`src/verilog/tdd_defs.vh`:
```
`ifndef TDD_DEFS_VH
`define TDD_DEFS_VH

// Register offsets, word addressed
`define TDD_OFS_CTRL 8'h02
`define TDD_OFS_BINARY_THRESHOLD_LEVELS 8'h03
`define TDD_OFS_WA_THR 8'h04
`define TDD_OFS_WB_THR 8'h05
`define TDD_OFS_WC_THR 8'h06
`define TDD_OFS_BIN_FILT 8'h07
`define TDD_OFS_WA_FILT 8'h08
`define TDD_OFS_WB_FILT 8'h09
`define TDD_OFS_DEC_SAMPLE 8'h10

// Reset values
`define TDD_RST_CTRL 16'h3610
`define TDD_RST_BINARY_THRESHOLD_LEVELS 16'h5AAA
`define TDD_RST_WA_THR 16'hCCCC
`define TDD_RST_WB_THR 16'h5A88
`define TDD_RST_WC_THR 16'h2D2D
`define TDD_RST_BIN_FILT 16'h0096
`define TDD_RST_WA_FILT 16'h80FA
`define TDD_RST_WB_FILT 16'h80FA

// Control register fields
`define TDD_CTRL_WMASK 16'h7FFF
`define TDD_DEC_ON_BIT 0
`define TDD_DEC_SEL_LSB 1
`define TDD_BIN_STYLE_LSB 6
`define TDD_WA_STYLE_LSB 8
`define TDD_WB_STYLE_LSB 10
`define TDD_WC_STYLE_LSB 12

// Threshold register fields
`define TDD_UPPER_LSB 0
`define TDD_LOWER_LSB 8

// Debounce config fields
`define TDD_FILT_WMASK 16'hDFFF
`define TDD_PATH_ON_BIT 15
`define TDD_BIDIR_BIT 14
`define TDD_LEN_LSB 0

// Comparator styles
`define TDD_STYLE_HYST 2'h0
`define TDD_STYLE_MID 2'h1
`define TDD_STYLE_GT 2'h2
`define TDD_STYLE_LE 2'h3

// Debounce unit time
`define TDD_CLK_MHZ 40
`define TDD_UNIT_US 20
`define TDD_UNIT_CYCLES (`TDD_UNIT_US * `TDD_CLK_MHZ)

`endif
```
`src/verilog/tdd_datapath.v`:
```
`timescale 1ns/1ps
`default_nettype none
`include "tdd_defs.vh"

module tdd_datapath (
  input wire ref_clk_i,
  input wire rst_n_i,
  input wire [7:0] adc_sample_i,
  input wire adc_valid_i,
  input wire reg_wr_i,
  input wire [7:0] reg_addr_i,
  input wire [15:0] reg_wdata_i,
  input wire [2:0] event_enable_i,
  output reg [15:0] reg_rdata_o,
  output reg digital_out_pin_o,
  output reg [2:0] warn_level_o,
  output reg [2:0] warn_event_o
);

  localparam [31:0] UNIT_CYCLES_W = `TDD_UNIT_CYCLES;
  localparam [9:0] UNIT_LAST = UNIT_CYCLES_W[9:0] - 10'h001;

  reg [15:0] ctrl_q;
  reg [15:0] thr_q [0:3];
  reg [15:0] filt_q [0:2];
  reg [7:0] decimated_sample_reg;
  reg [10:0] acc_q;
  reg [2:0] phase_q;
  reg dec_valid_q;
  reg [3:0] cmp_q;
  reg [9:0] unit_cnt_q;
  reg unit_tick_q;
  reg [2:0] warn_prev_q;

  wire decimation_on = ctrl_q[`TDD_DEC_ON_BIT];
  wire [1:0] decimation_ratio_sel = ctrl_q[`TDD_DEC_SEL_LSB +: 2];
  wire decimating = decimation_on && (decimation_ratio_sel != 2'h0);
  wire [10:0] acc_sum = acc_q + {3'h0, adc_sample_i};
  wire binary_path_on = filt_q[0][`TDD_PATH_ON_BIT];
  wire [2:0] deb_out;
  wire [2:0] warn_now;
  integer k;

  // Last phase index (samples per output minus one) for codes 0..3
  function [2:0] ratio_last;
    input [1:0] sel;
    begin
      case (sel)
        2'h1: ratio_last = 3'h1;
        2'h2: ratio_last = 3'h3;
        2'h3: ratio_last = 3'h7;
        default: ratio_last = 3'h0;
      endcase
    end
  endfunction

  function [7:0] avg;
    input [10:0] sum;
    input [1:0] sel;
    begin
      case (sel)
        2'h1: avg = sum[8:1];
        2'h2: avg = sum[9:2];
        2'h3: avg = sum[10:3];
        default: avg = sum[7:0];
      endcase
    end
  endfunction

  function cmp_next;
    input [1:0] style;
    input [7:0] v;
    input [15:0] thr;
    input prev;
    reg [7:0] upper;
    reg [7:0] lower;
    begin
      upper = thr[`TDD_UPPER_LSB +: 8];
      lower = thr[`TDD_LOWER_LSB +: 8];
      case (style)
        `TDD_STYLE_HYST: begin
          if (v > upper) begin
            cmp_next = 1'b1;
          end else if (v <= lower) begin
            cmp_next = 1'b0;
          end else begin
            cmp_next = prev;
          end
        end
        `TDD_STYLE_MID: cmp_next = (v < upper) && (v > lower);
        `TDD_STYLE_GT: cmp_next = (v > upper);
        `TDD_STYLE_LE: cmp_next = (v <= upper);
        default: cmp_next = prev;
      endcase
    end
  endfunction

  // Register writes; reserved bits are masked so they read zero
  always @(posedge ref_clk_i or negedge rst_n_i) begin
    if (!rst_n_i) begin
      ctrl_q <= `TDD_RST_CTRL;
      thr_q[0] <= `TDD_RST_BINARY_THRESHOLD_LEVELS;
      thr_q[1] <= `TDD_RST_WA_THR;
      thr_q[2] <= `TDD_RST_WB_THR;
      thr_q[3] <= `TDD_RST_WC_THR;
      filt_q[0] <= `TDD_RST_BIN_FILT;
      filt_q[1] <= `TDD_RST_WA_FILT;
      filt_q[2] <= `TDD_RST_WB_FILT;
    end else if (reg_wr_i) begin
      case (reg_addr_i)
        `TDD_OFS_CTRL: ctrl_q <= reg_wdata_i & `TDD_CTRL_WMASK;
        `TDD_OFS_BINARY_THRESHOLD_LEVELS: thr_q[0] <= reg_wdata_i;
        `TDD_OFS_WA_THR: thr_q[1] <= reg_wdata_i;
        `TDD_OFS_WB_THR: thr_q[2] <= reg_wdata_i;
        `TDD_OFS_WC_THR: thr_q[3] <= reg_wdata_i;
        `TDD_OFS_BIN_FILT: filt_q[0] <= reg_wdata_i & `TDD_FILT_WMASK;
        `TDD_OFS_WA_FILT: filt_q[1] <= reg_wdata_i & `TDD_FILT_WMASK;
        `TDD_OFS_WB_FILT: filt_q[2] <= reg_wdata_i & `TDD_FILT_WMASK;
        default: ;
      endcase
    end
  end

  // Registered read data, one cycle after the address; unmapped reads zero
  always @(posedge ref_clk_i or negedge rst_n_i) begin
    if (!rst_n_i) begin
      reg_rdata_o <= 16'h0000;
    end else begin
      case (reg_addr_i)
        `TDD_OFS_CTRL: reg_rdata_o <= ctrl_q;
        `TDD_OFS_BINARY_THRESHOLD_LEVELS: reg_rdata_o <= thr_q[0];
        `TDD_OFS_WA_THR: reg_rdata_o <= thr_q[1];
        `TDD_OFS_WB_THR: reg_rdata_o <= thr_q[2];
        `TDD_OFS_WC_THR: reg_rdata_o <= thr_q[3];
        `TDD_OFS_BIN_FILT: reg_rdata_o <= filt_q[0];
        `TDD_OFS_WA_FILT: reg_rdata_o <= filt_q[1];
        `TDD_OFS_WB_FILT: reg_rdata_o <= filt_q[2];
        `TDD_OFS_DEC_SAMPLE: reg_rdata_o <= {8'h00, decimated_sample_reg};
        default: reg_rdata_o <= 16'h0000;
      endcase
    end
  end

  // Decimator: averages 2, 4 or 8 samples so the comparators see a smoothed value
  always @(posedge ref_clk_i or negedge rst_n_i) begin
    if (!rst_n_i) begin
      acc_q <= 11'h000;
      phase_q <= 3'h0;
      decimated_sample_reg <= 8'h00;
      dec_valid_q <= 1'b0;
    end else begin
      dec_valid_q <= 1'b0;
      if (adc_valid_i) begin
        if (!decimating) begin
          decimated_sample_reg <= adc_sample_i;
          dec_valid_q <= 1'b1;
          acc_q <= 11'h000;
          phase_q <= 3'h0;
        end else if (phase_q >= ratio_last(decimation_ratio_sel)) begin
          decimated_sample_reg <= avg(acc_sum, decimation_ratio_sel);
          dec_valid_q <= 1'b1;
          acc_q <= 11'h000;
          phase_q <= 3'h0;
        end else begin
          acc_q <= acc_sum;
          phase_q <= phase_q + 3'h1;
        end
      end
    end
  end

  // Comparators act on each new sample; a disabled path is held low
  always @(posedge ref_clk_i or negedge rst_n_i) begin
    if (!rst_n_i) begin
      cmp_q <= 4'h0;
    end else begin
      if (!binary_path_on) begin
        cmp_q[0] <= 1'b0;
      end else if (dec_valid_q) begin
        cmp_q[0] <= cmp_next(ctrl_q[`TDD_BIN_STYLE_LSB +: 2], decimated_sample_reg, thr_q[0], cmp_q[0]);
      end
      for (k = 1; k < 3; k = k + 1) begin
        if (!filt_q[k][`TDD_PATH_ON_BIT]) begin
          cmp_q[k] <= 1'b0;
        end else if (dec_valid_q) begin
          cmp_q[k] <= cmp_next(ctrl_q[`TDD_WA_STYLE_LSB + 2 * (k - 1) +: 2], decimated_sample_reg, thr_q[k], cmp_q[k]);
        end
      end
      if (dec_valid_q) begin
        cmp_q[3] <= cmp_next(ctrl_q[`TDD_WC_STYLE_LSB +: 2], decimated_sample_reg, thr_q[3], cmp_q[3]);
      end
    end
  end

  // 20 us time base for all debounce counters
  always @(posedge ref_clk_i or negedge rst_n_i) begin
    if (!rst_n_i) begin
      unit_cnt_q <= 10'h000;
      unit_tick_q <= 1'b0;
    end else if (unit_cnt_q == UNIT_LAST) begin
      unit_cnt_q <= 10'h000;
      unit_tick_q <= 1'b1;
    end else begin
      unit_cnt_q <= unit_cnt_q + 10'h001;
      unit_tick_q <= 1'b0;
    end
  end

  genvar g;
  generate
    for (g = 0; g < 3; g = g + 1) begin : g_deb
      tdd_debounce u_deb (
        .ref_clk_i(ref_clk_i),
        .rst_n_i(rst_n_i),
        .unit_tick_i(unit_tick_q),
        .level_i(cmp_q[g]),
        .bidir_i(filt_q[g][`TDD_BIDIR_BIT]),
        .length_i(filt_q[g][`TDD_LEN_LSB +: 13]),
        .level_o(deb_out[g])
      );
    end
  endgenerate

  // Warning C has no debounce filter; its comparator is used directly
  assign warn_now = {cmp_q[3], deb_out[2:1]};

  always @(posedge ref_clk_i or negedge rst_n_i) begin
    if (!rst_n_i) begin
      digital_out_pin_o <= 1'b0;
      warn_level_o <= 3'h0;
      warn_prev_q <= 3'h0;
      warn_event_o <= 3'h0;
    end else begin
      digital_out_pin_o <= deb_out[0];
      warn_level_o <= warn_now;
      warn_prev_q <= warn_now;
      warn_event_o <= warn_now & ~warn_prev_q & event_enable_i;
    end
  end

endmodule // tdd_datapath

`default_nettype wire

```
`src/verilog/tdd_debounce.v`:
```
`timescale 1ns/1ps
`default_nettype none
`include "tdd_defs.vh"

module tdd_debounce (
  input wire ref_clk_i,
  input wire rst_n_i,
  input wire unit_tick_i,
  input wire level_i,
  input wire bidir_i,
  input wire [12:0] length_i,
  output wire level_o
);

  reg state_q;
  reg [12:0] count_q;

  // Zero length bypasses the counter entirely
  assign level_o = (length_i == 13'h0000) ? level_i : state_q;

  always @(posedge ref_clk_i or negedge rst_n_i) begin
    if (!rst_n_i) begin
      state_q <= 1'b0;
      count_q <= 13'h0000;
    end else if (length_i == 13'h0000) begin
      state_q <= level_i;
      count_q <= 13'h0000;
    end else if (level_i != state_q) begin
      if (unit_tick_i) begin
        // Output changes once the new level has counted the full length; in bidir mode a short drop only counts down
        if (count_q + 13'h0001 >= length_i) begin
          state_q <= level_i;
          count_q <= 13'h0000;
        end else begin
          count_q <= count_q + 13'h0001;
        end
      end
    end else if (bidir_i) begin
      if (unit_tick_i && count_q != 13'h0000) begin
        count_q <= count_q - 13'h0001;
      end
    end else begin
      count_q <= 13'h0000;
    end
  end

endmodule // tdd_debounce

`default_nettype wire

```
`config.mk`:
```
export PLATFORM = sky130hd
export DESIGN_NAME = tdd_datapath
export DESIGN_NICKNAME = d
export VERILOG_FILES = /design/src/verilog/tdd_datapath.v /design/src/verilog/tdd_debounce.v
export VERILOG_INCLUDE_DIRS = /design/src /design/src/verilog
export SDC_FILE = /design/constraint.sdc
export NUM_CORES = 1
export LEC_CHECK = 0
export BUFFER_PORTS_ARGS = -buffer_cell sky130_fd_sc_hd__buf_2
export CORE_MARGIN = 2
export CORE_UTILIZATION = 60
export CTS_CLUSTER_SIZE = 28
export DETAILED_ROUTE_END_ITERATION = 10
export PLACE_DENSITY = 0.82
export RECOVER_POWER = 25
export SETUP_SLACK_MARGIN = 0.15
export SYNTH_ARGS = -nofsm -noshare
export SYNTH_HDL_FRONTEND = slang
export SYNTH_SLANG_ARGS = --single-unit
```
`constraint.sdc`:
```
create_clock -name ref_clk_i -period 4.41 [get_ports ref_clk_i]
set_input_delay 0.2205 -clock ref_clk_i [delete_from_list [all_inputs] [get_ports ref_clk_i]]
set_output_delay 0.2205 -clock ref_clk_i [all_outputs]
set_load 0.005 [all_outputs]
```
==> metrics.txt, run 1 <==
status finished, violations left; number of global-route vias before repair 12,600; share of post-route cells with drive strength above 1 0.163; # H-tree levels 1; Max Cap Viol 1; Hold Vio Cnt, Final 0; Tot GR Track Use 0.319; worst path arrival time around 4100 ps; worst min-delay path category in -> reg; Inst Count DP 1,839; peak supply drop about 300 uV; cts bufs inserted 26; Syn Nets 1,674; Layout Nets roughly 1,700; Largest regs thr_q: 64 flops, filt_q: 44 flops, g_deb.u_deb.count_q: 39 flops; Remaining DRCs 0; failing checks max-capacitance violations, max-slew violations; I/O Buffers 61; Synthesis Warnings 0; RSZ-0062 raised after global routing false; met2 Use GR 0.535; setup_tns 0 ps; worst hold slack 23.4 ps; flop-to-flop setup slack 770 ps; Post-Route WL 41.4 mm; DR vias/cell 6.65; total vias in the final route 12,600; I/O Pins 62; r2r endpoint g_deb[2].u_deb.state_q$_DFFE_PN0P_; Sink Count 227; Detail Route Antenna Nets 0; clock skew 8.11 ps; Largest Register thr_q; Final Wtd Congestion 0.994; main flop type after synthesis dfrtp_1; FF-to-FF path depth 11; routed length per instance 21.8 um; Largest register FFs 64; # diodes 0; overall die width around 160 um; CTS Buffer Depth 3; worst setup path startpoint g_deb[2].u_deb.count_q[2]$_DFFE_PN0P_; dpl hpwl 29.4 mm; crit path max fanout 14; Post-CTS Hold Buffers 9; synthesized area 15,000 um^2; final setup fails 0; initial DRC count 1,325; die area 26,200 um^2; CP required 4830 ps; pwr dens 335 nW/um^2; post-route insts no fill 1,896; crit path launch type flop; GR Overflow Total 0; FF-to-FF Start g_deb[2].u_deb.count_q[2]$_DFFE_PN0P_; Yosys cell types 90; Synth Register Bits ~230; min-delay src adc_sample_i[5]; Worst setup EP type flop; FP Rows 57; Post-Synthesis Cells 1,509; Hold Path End decimated_sample_reg[5]$_DFFE_PN0P_; pin count of the biggest net entering global routing 132; critical path type reg -> reg; first-pass GRT wire length 66.8 mm; root buf cell clkbuf_16; share of the yosys chip area belonging to registers 0.384; CTS tree built; Global Route met1 Usage 0.409; post-layout min period 3640 ps; GR Util met3 0.0610; max_slew headroom -1.18; Final Cycle Share 0.826; most common cell after layout, fill and taps aside dfrtp_1; Worst-path clk slew 60 ps; number of flops mapped to enable cells by yosys 0; area delta synth->final 10.4%; hold depth 3; post-cts resize count 0; Core ar. 24,400 um^2; Initial Util 0.614; Skew-Pair Late Insertion Delay 540 ps; FMAX about 270 MHz; # fillers 1,872; commonest cells after routing, fill and taps aside dfrtp_1 (174), inv_1 (131), ha_1 (125); Tightest Pin Transition 3270 ps; Mean Syn Cell Area 9.92 um^2; post-CTS setup buffers 0; initial antenna violation count 0; DIE HEIGHT between 150 and 200 um; Leakage 7.61 nW; first drt pass iteration count 6; ys async rst share 1.00; max-slew violation count 131; gr busiest metal met2
## cells by family after synthesis
logic type,count (synthesis),share of synthesized area
AO/OA/AOI/OAI,330,0.157
adder cells (fa/ha/maj),126,0.106
multiplexers,151,0.122
buffers and inverters,202,0.0529
flip-flops,227,0.384
AND/OR/NAND/NOR,404,0.138
XOR/XNOR,69,0.0409
## power by group
| part | internal (mW) | switching [mW] | total [mW] |
|---|---|---|---|
| Combinational | 0.374 | 0.547 | 0.921 |
| Sequential | 2.18 | 0.150 | 2.33 |
| Clock | 1.39 | 0.890 | 2.27 |
| Total | 3.94 | 1.59 | 5.53 |
## Yosys cell counts (all sizes together) (9+ instances only)
library cell / number / area [um^2]
a21o: 19 / 143
a21oi: 69 / 345
a222oi: 23 / 230
a22o: 22 / 193
a22oi: 9 / 67.6
and3: 14 / 87.6
buf: 24 / 124
clkbuf: 46 / 173
dfrtp: 174 / 4350
dfstp: 53 / 1390
ha: 125 / 1560
inv: 131 / 492
mux2: 129 / 1450
mux2i: 10 / 100
mux4: 12 / 270
nand2: 120 / 455
nand3: 45 / 225
nand4: 31 / 194
nor2: 69 / 262
nor2b: 17 / 106
nor3: 28 / 145
nor4: 23 / 144
o211ai: 10 / 75.1
o21ai: 58 / 290
o22ai: 13 / 81.3
or3: 9 / 61.3
xnor2: 37 / 324
xor2: 32 / 288
## per-layer routing
metal,wire (um),vias to the layer above,share of wire
met1,16400,6150,0.40
li1,-,5667,-
met3,3650,147,0.088
met5,0,-,0
met2,19700,638,0.48
met4,1720,0,0.041
## critical path, stage by stage, from the launching register on
cell and delay [ps]:
dfrtp_1 590, nand3_1 240, nor3_1 410, nand3_1 170, xnor2_1 190, ha_1 310
o21a_1 120, a21oi_1 100, a21o_1 190, a31oi_1 710, a21oi_1 190, mux2_2 310
## metrics by stage
stage	power (mW)	cell area, um^2	util	worst slack (ps)
after CTS	5.54	16500	0.678	873
after global placement	3.21	15500	0.637	985
after global routing	5.76	16500	0.678	437
final	5.53	16500	0.678	765
after floorplan	2.94	15000	-	1350
after detailed placement	3.25	15500	0.637	910
## cell type report
| class | instances | area (um^2) | share of cell area |
|---|---|---|---|
| Tap cell | 324 | 405 | 0.0245 |
| Clock inverter | 9 | 109 | 0.00659 |
| Multi-Input combinational cell | 1080 | 8440 | 0.511 |
| Sequential cell | 227 | 5750 | 0.348 |
| Inverter | 132 | 495 | 0.0300 |
| Timing Repair Buffer | 85 | 520 | 0.0315 |
| Clock buffer | 39 | 811 | 0.0491 |
## worst max-delay path by stage
stage | end | slack (ps) | depth (start not counted)
floorplan | g_deb[0].u_deb.count_q[12]$_DFFE_PN0P_ | 1350 | 12
global placement | g_deb[2].u_deb.state_q$_DFFE_PN0P_ | 990 | 11
detailed placement | g_deb[2].u_deb.state_q$_DFFE_PN0P_ | 910 | 11
CTS | g_deb[2].u_deb.state_q$_DFFE_PN0P_ | 870 | 11
global route | g_deb[0].u_deb.state_q$_DFFE_PN0P_ | 440 | 11
finish | g_deb[2].u_deb.state_q$_DFFE_PN0P_ | 770 | 11
No activity file was read; power rests on OpenSTA's default activity.
==> run 2, diff against run 1 <==
CORE_UTILIZATION = 57   (was 60)
PLACE_DENSITY = 0.81   (was 0.82)
clock period = 3.3 ns   (was 4.41 ns; I/O delays follow)
==> run 2 against run 1 <==
  * Critical path type unchanged
  * Sequential share of layout area shrank 0.98 points
  * Worst setup slack worse by 460 ps
  * Utilization is 2.0 points lower
  * Final area up 3.0%
  * Via count is 1.3% higher
  * Maximum frequency up 22%
  * Worst hold slack gained 2.7 ps
  * Non-clock buffer count rose by 53
  * The flow still finishes with violations (max-capacitance violations, max-slew violations)
  * Sequential power up 33%
  * Largest cell class unchanged
  * Global-route usage is 0.93 points lower
  * Combinational power is 45% higher
==> metrics.txt, run 2 (same netlist as run 1, synthesis figures left out) <==
status finished, violations left; failing checks max-capacitance violations, max-slew violations; Hold Vio Cnt, Final 0 (unchanged); FF-to-FF path depth 12 (+1); Largest register FFs 64 (unchanged); most common cell after layout, fill and taps aside dfrtp_1; CTS tree built; overall die width 166 um (+2.5%); CP max stage delay 430 ps (-280 ps); Largest regs thr_q: 64 flops, filt_q: 44 flops, g_deb.u_deb.count_q: 39 flops; CP required 3720 ps (-1110 ps); area delta synth->final 13.7%; worst path arrival time 3420 ps (-650 ps); CP max stage cell dfrtp_2; setup_tns 0 ps (unchanged); Design Area, Final 17,000 um^2 (+3.0%); # diodes 0 (unchanged); peak supply drop 448 uV (+51%); I/O Buffers 61 (unchanged); worst setup path startpoint g_deb[2].u_deb.count_q[1]$_DFFE_PN0P_; Largest Register thr_q; die area 27,600 um^2 (+5.1%); root buf cell clkbuf_16; number of global-route vias before repair 13,000 (+3.1%); CTS Buffer Depth 3 (unchanged); first drt pass iteration count 8 (+2); cts bufs inserted 26 (unchanged); Leakage 7.88 nW (+3.6%); Remaining DRCs 0 (unchanged); worst hold slack 26.1 ps (+2.70 ps); Sink Count 227 (unchanged); share of post-route cells with drive strength above 1 0.189 (+0.0261); RSZ-0062 raised after global routing false; crit path max fanout 9 (-5); DIE HEIGHT 166 um (+2.5%); FF-to-FF Start g_deb[2].u_deb.count_q[1]$_DFFE_PN0P_; Tightest Pin Transition 2190 ps (-1090 ps); Tot GR Track Use 0.309 (-0.00934); DR vias/cell 6.51 (-2.1%); post-layout min period 2990 ps (-652 ps); Placement Cell Area 15,800 um^2 (+2.0%); final core occ 0.657 (-0.0205); crit path launch type flop; GR Overflow Total 0 (unchanged); Initial Util 0.578 (-0.0360); # H-tree levels 1 (unchanged); initial antenna violation count 0 (unchanged); first-pass GRT wire length 69.0 mm (+3.3%); Layout Nets 1,770 (+3.1%); post-route insts no fill 1,960 (+3.4%); Final Cycle Share 0.907 (+0.0805); clock skew 26.1 ps (+18.0 ps); max_slew headroom -0.457 (+0.724); max-slew violation count 86 (-34%); r2r endpoint g_deb[2].u_deb.state_q$_DFFE_PN0P_; Max Cap Viol 1 (unchanged); critical path type reg -> reg; Final Power 7.52 mW (+36%); Detail Route Antenna Nets 0 (unchanged); Inst Count DP 1,889 (+2.7%); pin count of the biggest net entering global routing 87 (-34%); post-place setup slack -66.2 ps (-976 ps); final setup fails 0 (unchanged); initial DRC count 1,421 (+7.2%); routed length per instance 22.0 um (+0.78%); CP Capture Point g_deb[2].u_deb.state_q$_DFFE_PN0P_; FMAX 334 MHz (+22%); I/O Pins 62 (unchanged); FP Rows 59 (+3.5%); Worst setup EP type flop; worst min-delay path category in -> reg; dpl hpwl 30.5 mm (+3.8%); flop-to-flop setup slack 310 ps (-460 ps); total vias in the final route 12,800 (+1.3%); commonest cells after routing, fill and taps aside dfrtp_1 (169), inv_1 (131), ha_1 (125); Final Wtd Congestion 0.958 (-3.6%); critical-path cell list ha_1, nand2_1, nor3_1, xnor2_1, ha_1, a211o_1, a21oi_1, a21o_1, a31oi_1, buf_4, a21oi_1, mux2_2; Core ar. 25,900 um^2 (+6.2%); pwr dens 442 nW/um^2 (+32%); setup slack after layout 307 ps (-458 ps); Skew-Pair Late Insertion Delay 560 ps (+20 ps); Worst-path clk slew 60 ps (about the same); Post-Route WL 43.1 mm (+4.2%)
run 2: repair_timing:
| item | CTS | global route |
|---|---|---|
| endpoints found under the hold margin | 119 | 0 |
| gates cloned | 0 | 0 |
| pin swaps | 0 | 6 |
| endpoints found under the setup margin | 25 | 34 |
| gates resized for setup | 5 | 15 |
| buffers inserted | 0 | 5 |
| hold buffers | 18 | 0 |
run 2: worst min path at each step:
stage | from | endpoint | cells after the start
2_1_floorplan | rst_n_i | acc_q[0]$_DFFE_PN0P_ | 0
3_3_place_gp | rst_n_i | g_deb[2].u_deb.count_q[6]$_DFFE_PN0P_ | 1
3_5_place_dp | rst_n_i | g_deb[2].u_deb.count_q[6]$_DFFE_PN0P_ | 1
4_1_cts | reg_wdata_i[12] | ctrl_q[12]$_DFFE_PN1P_ | 2
5_1_grt | reg_wdata_i[12] | thr_q[12]$_DFFE_PN0P_ | 2
6_report | adc_sample_i[3] | decimated_sample_reg[3]$_DFFE_PN0P_ | 3
run 2: report_power, final:
| part | internal [mW] | switching, mW |
|---|---|---|
| clock network | 1.86 | 1.21 |
| logic | 0.563 | 0.779 |
| registers | 2.92 | 0.181 |
| total | 5.35 | 2.17 |
run 2: layout make-up:
type	count	area (um^2)
Fill cell	1995	8890
Multi-Input combinational cell	1080	8510
Sequential cell	227	5750
Timing Repair Buffer	138	932
Clock buffer	36	728
Inverter	132	495
Tap cell	335	419
Clock inverter	12	185
run 2: worst max-delay path, delay by kind of cell (launching register included):
| family | cells | cell delay, ps |
|---|---|---|
| AOI/OAI and AO/OA | 5 | 820 |
| xor gates and xnor gates | 1 | 200 |
| adders and majority gates | 2 | 520 |
| buffers and inverters | 1 | 200 |
| DFF | 1 | 430 |
| muxes | 1 | 340 |
| and+or+nand+nor | 2 | 360 |
run 2: layer usage:
metal	share of wire	track usage
met1	0.39	0.391
met2	0.48	0.518
met3	0.071	0.0458
met4	0.054	0.158
met5	0	0
==> run 3, diff against run 2 <==
--- a/config.mk
+++ b/config.mk
@@ -9,2 +9,3 @@
 export BUFFER_PORTS_ARGS = -buffer_cell sky130_fd_sc_hd__buf_2
+export CORE_ASPECT_RATIO = 0.9
 export CORE_MARGIN = 2
==> constraint.sdc (replaced) <==
create_clock -name ref_clk_i -period 3.3 [get_ports ref_clk_i]
set_input_delay 0.825 -clock ref_clk_i [delete_from_list [all_inputs] [get_ports ref_clk_i]]
set_output_delay 0.825 -clock ref_clk_i [all_outputs]
set_load 0.005 [all_outputs]
==> run 3 against run 2 <==
  * The run still ends with max-capacitance violations, max-slew violations left
  * Die area barely moved
  * Wire length shrank 1.0%
  * Non-clock buffer count is 20 lower
  * Sequential cell count is the same
  * Count of clock-buffer cells in the layout grew 4
  * Final cell count fell by 0.31%
  * Register-to-register slack worse by 50 ps
  * Critical path depth is 1 lower
  * Combinational power about the same
==> metrics.txt, run 3 (same netlist as run 1, synthesis figures left out) <==
initial antenna violation count 1 (+1); RSZ-0062 raised after global routing false; met2 Use GR 0.516 (-0.00221); Largest register FFs 64 (unchanged); Max Cap Viol 1 (unchanged); Remaining DRCs 0 (unchanged); Largest regs thr_q: 64 flops, filt_q: 44 flops, g_deb.u_deb.count_q: 39 flops; clock skew 16.2 ps (-9.94 ps); pin count of the biggest net entering global routing 78 (-10%); Sink Count 227 (unchanged); Sw Ratio 0.290 (+0.00104); sequential power share 0.419 (+0.007); # fillers 2,010 (+0.75%); I/O Pins 62 (unchanged); die area 27,600 um^2 (about the same); initial DRC count 1,310 (-7.8%); Layout Nets 1,750 (-1.1%); Worst-path clk slew 60 ps (about the same); CP required 3720 ps (about the same); Tot GR Track Use 0.311 (+0.00196); FP Rows 56 (-5.1%); CTS Buffer Depth 3 (unchanged); first-pass GRT wire length 68.2 mm (-1.1%); GR Overflow Total 0 (unchanged); worst path arrival time 3460 ps (+40 ps); pwr dens 439 nW/um^2 (-0.56%); Power Internal 5.26 mW (-1.6%); DIE HEIGHT 158 um (-5.0%); Skew-Pair Late Insertion Delay 540 ps (-20 ps); number of global-route vias before repair 12,700 (-2.8%); cts bufs inserted 26 (unchanged); sw power 2.15 mW (-1.1%); commonest cells after routing, fill and taps aside dfrtp_1 (169), inv_1 (131), ha_1 (124); DR vias/cell 6.54 (+0.48%); Final Cycle Share 0.921 (+0.0143); worst min-delay path category reg -> reg; status finished, violations left; Clock power frac 0.401 (-0.008); hold depth 1 (-2); setup_tns 0 ps (unchanged); Final Wtd Congestion 0.984 (+2.7%); FF-to-FF path depth 11 (-1); Leakage 7.79 nW (-1.1%); CTS tree built; first drt pass iteration count 8 (unchanged); overall die width 175 um (+5.3%); Post-CTS Hold Buffers 0 (-18); area delta synth->final 12.7%; critical-path cell list buf_4, nand4_1, nor4_2, xor2_1, ha_1, nand4_1, nor4_1, nor3_1, buf_4, o211a_4, a32o_1; Comb pwr share 0.180 (+0.002); I/O Buffers 61 (unchanged); CP max stage delay 430 ps (about the same); total vias in the final route 12,800 (+0.17%); Tightest Pin Transition 1990 ps (-199 ps); max-slew violation count 77 (-10%); CP max stage cell dfrtp_1; most common cell after layout, fill and taps aside dfrtp_1; gr busiest metal met2; Core ar. 25,900 um^2 (about the same); GR Util met3 0.0572 (+0.0114); dpl hpwl 30.6 mm (+0.31%); share of post-route cells with drive strength above 1 0.194 (+0.00485); Largest Register thr_q; peak supply drop 349 uV (-22%); root buf cell clkbuf_16; # H-tree levels 1 (unchanged); Initial Util 0.578 (about the same); Detail Route Antenna Nets 0 (unchanged); Post-Route WL 42.7 mm (-1.0%); failing checks max-capacitance violations, max-slew violations; Worst setup EP type flop; post-layout min period 3040 ps (+47.1 ps); Global Route met1 Usage 0.407 (+0.0166); crit path max fanout 11 (+2); crit path launch type flop; routed length per instance 21.9 um (-0.70%); FMAX 329 MHz (-1.5%); critical path type reg -> reg; Hold Vio Cnt, Final 0 (unchanged); final setup fails 0 (unchanged); final core occ 0.651 (-0.00638); max_slew headroom -0.324 (+0.133)
[run 3: cell types whose count changed in the layout (fill, tap and decap cells not counted), moves of 2 or more]
cell,delta
a21oi_1,-2
buf_2,+5
buf_4,-6
clkinv_4,-2
bufinv_16,-2
clkbuf_8,+2
buf_12,+4
a21oi_2,+2
clkbuf_1,-4
dlygate4sd3_1,-18
clkinvlp_4,+3
[run 3: worst paths after layout]
check / slack [ps] / to / start
max reg2reg: 260 / g_deb[1].u_deb.count_q[4]$_DFFE_PN0P_ / g_deb[1].u_deb.count_q[2]$_DFFE_PN0P_
min: 400 / warn_event_o[2]$_DFF_PN0_ / warn_prev_q[2]$_DFF_PN0_
min in group asynchronous: 860 / g_deb[2].u_deb.count_q[7]$_DFFE_PN0P_ / rst_n_i
max: 260 / g_deb[1].u_deb.count_q[4]$_DFFE_PN0P_ / g_deb[1].u_deb.count_q[2]$_DFFE_PN0P_
min reg2reg: 400 / warn_event_o[2]$_DFF_PN0_ / warn_prev_q[2]$_DFF_PN0_
max in group asynchronous: 680 / thr_q[4]$_DFFE_PN0P_ / rst_n_i
[run 3: per-stage QoR]
stage | instance area [um^2] | setup slack, ps | power, mW | hold slack (ps) | cells
finish | 16900 | 260 | 7.41 | 405 | 1954
global route | 16900 | 94.1 | 7.70 | 437 | 1954
CTS | 16800 | 176 | 7.39 | 287 | 1951
detailed placement | 15900 | 36.6 | 4.41 | 407 | 1903
global placement | 15900 | 191 | 4.35 | 399 | 1903
floorplan | 15000 | 243 | 3.93 | 374 | 1509
[run 3: final cells by class]
| type | count | area, um^2 | share of cell area |
|---|---|---|---|
| Tap cell | 348 | 435 | 0.0258 |
| Inverter | 132 | 495 | 0.0294 |
| Clock buffer | 40 | 785 | 0.0465 |
| Antenna cell | 1 | 2.50 | 0.000148 |
| Multi-Input combinational cell | 1080 | 8500 | 0.504 |
| Clock inverter | 8 | 97.6 | 0.00579 |
| Sequential cell | 227 | 5750 | 0.341 |
| Timing Repair Buffer | 118 | 796 | 0.0472 |
[run 3: what timing repair did]
item	4_1_cts	5_1_grt
resized for setup	4	15
endpoints found under the setup margin	25	38
buffers inserted	0	2
endpoints found under the hold margin	0	0
cloned	0	0
pin swaps	0	4
[run 3: power groups by stage]
| stage | combinational [mW] | clock [mW] | sequential, mW |
|---|---|---|---|
| floorplan | 0.882 | 0 | 3.05 |
| global placement | 1.22 | 0 | 3.13 |
| detailed placement | 1.27 | 0 | 3.14 |
| CTS | 1.30 | 2.99 | 3.10 |
| global route | 1.47 | 3.11 | 3.11 |
| finish | 1.33 | 2.97 | 3.11 |
[run 3: worst max-delay path, delay by kind of cell (launching register included)]
kind | cells | cell delay (ps)
flops | 1 | 430
fa+ha+maj | 1 | 330
compound gates | 2 | 530
xor+xnor | 1 | 160
buf+inv | 2 | 360
simple gates | 5 | 1100
[run 3: routing by layer]
layer | part of all wire | vias up
li1 | - | 5722
met1 | 0.41 | 6254
met2 | 0.47 | 682
met3 | 0.084 | 124
met4 | 0.039 | 0
met5 | 0 | -
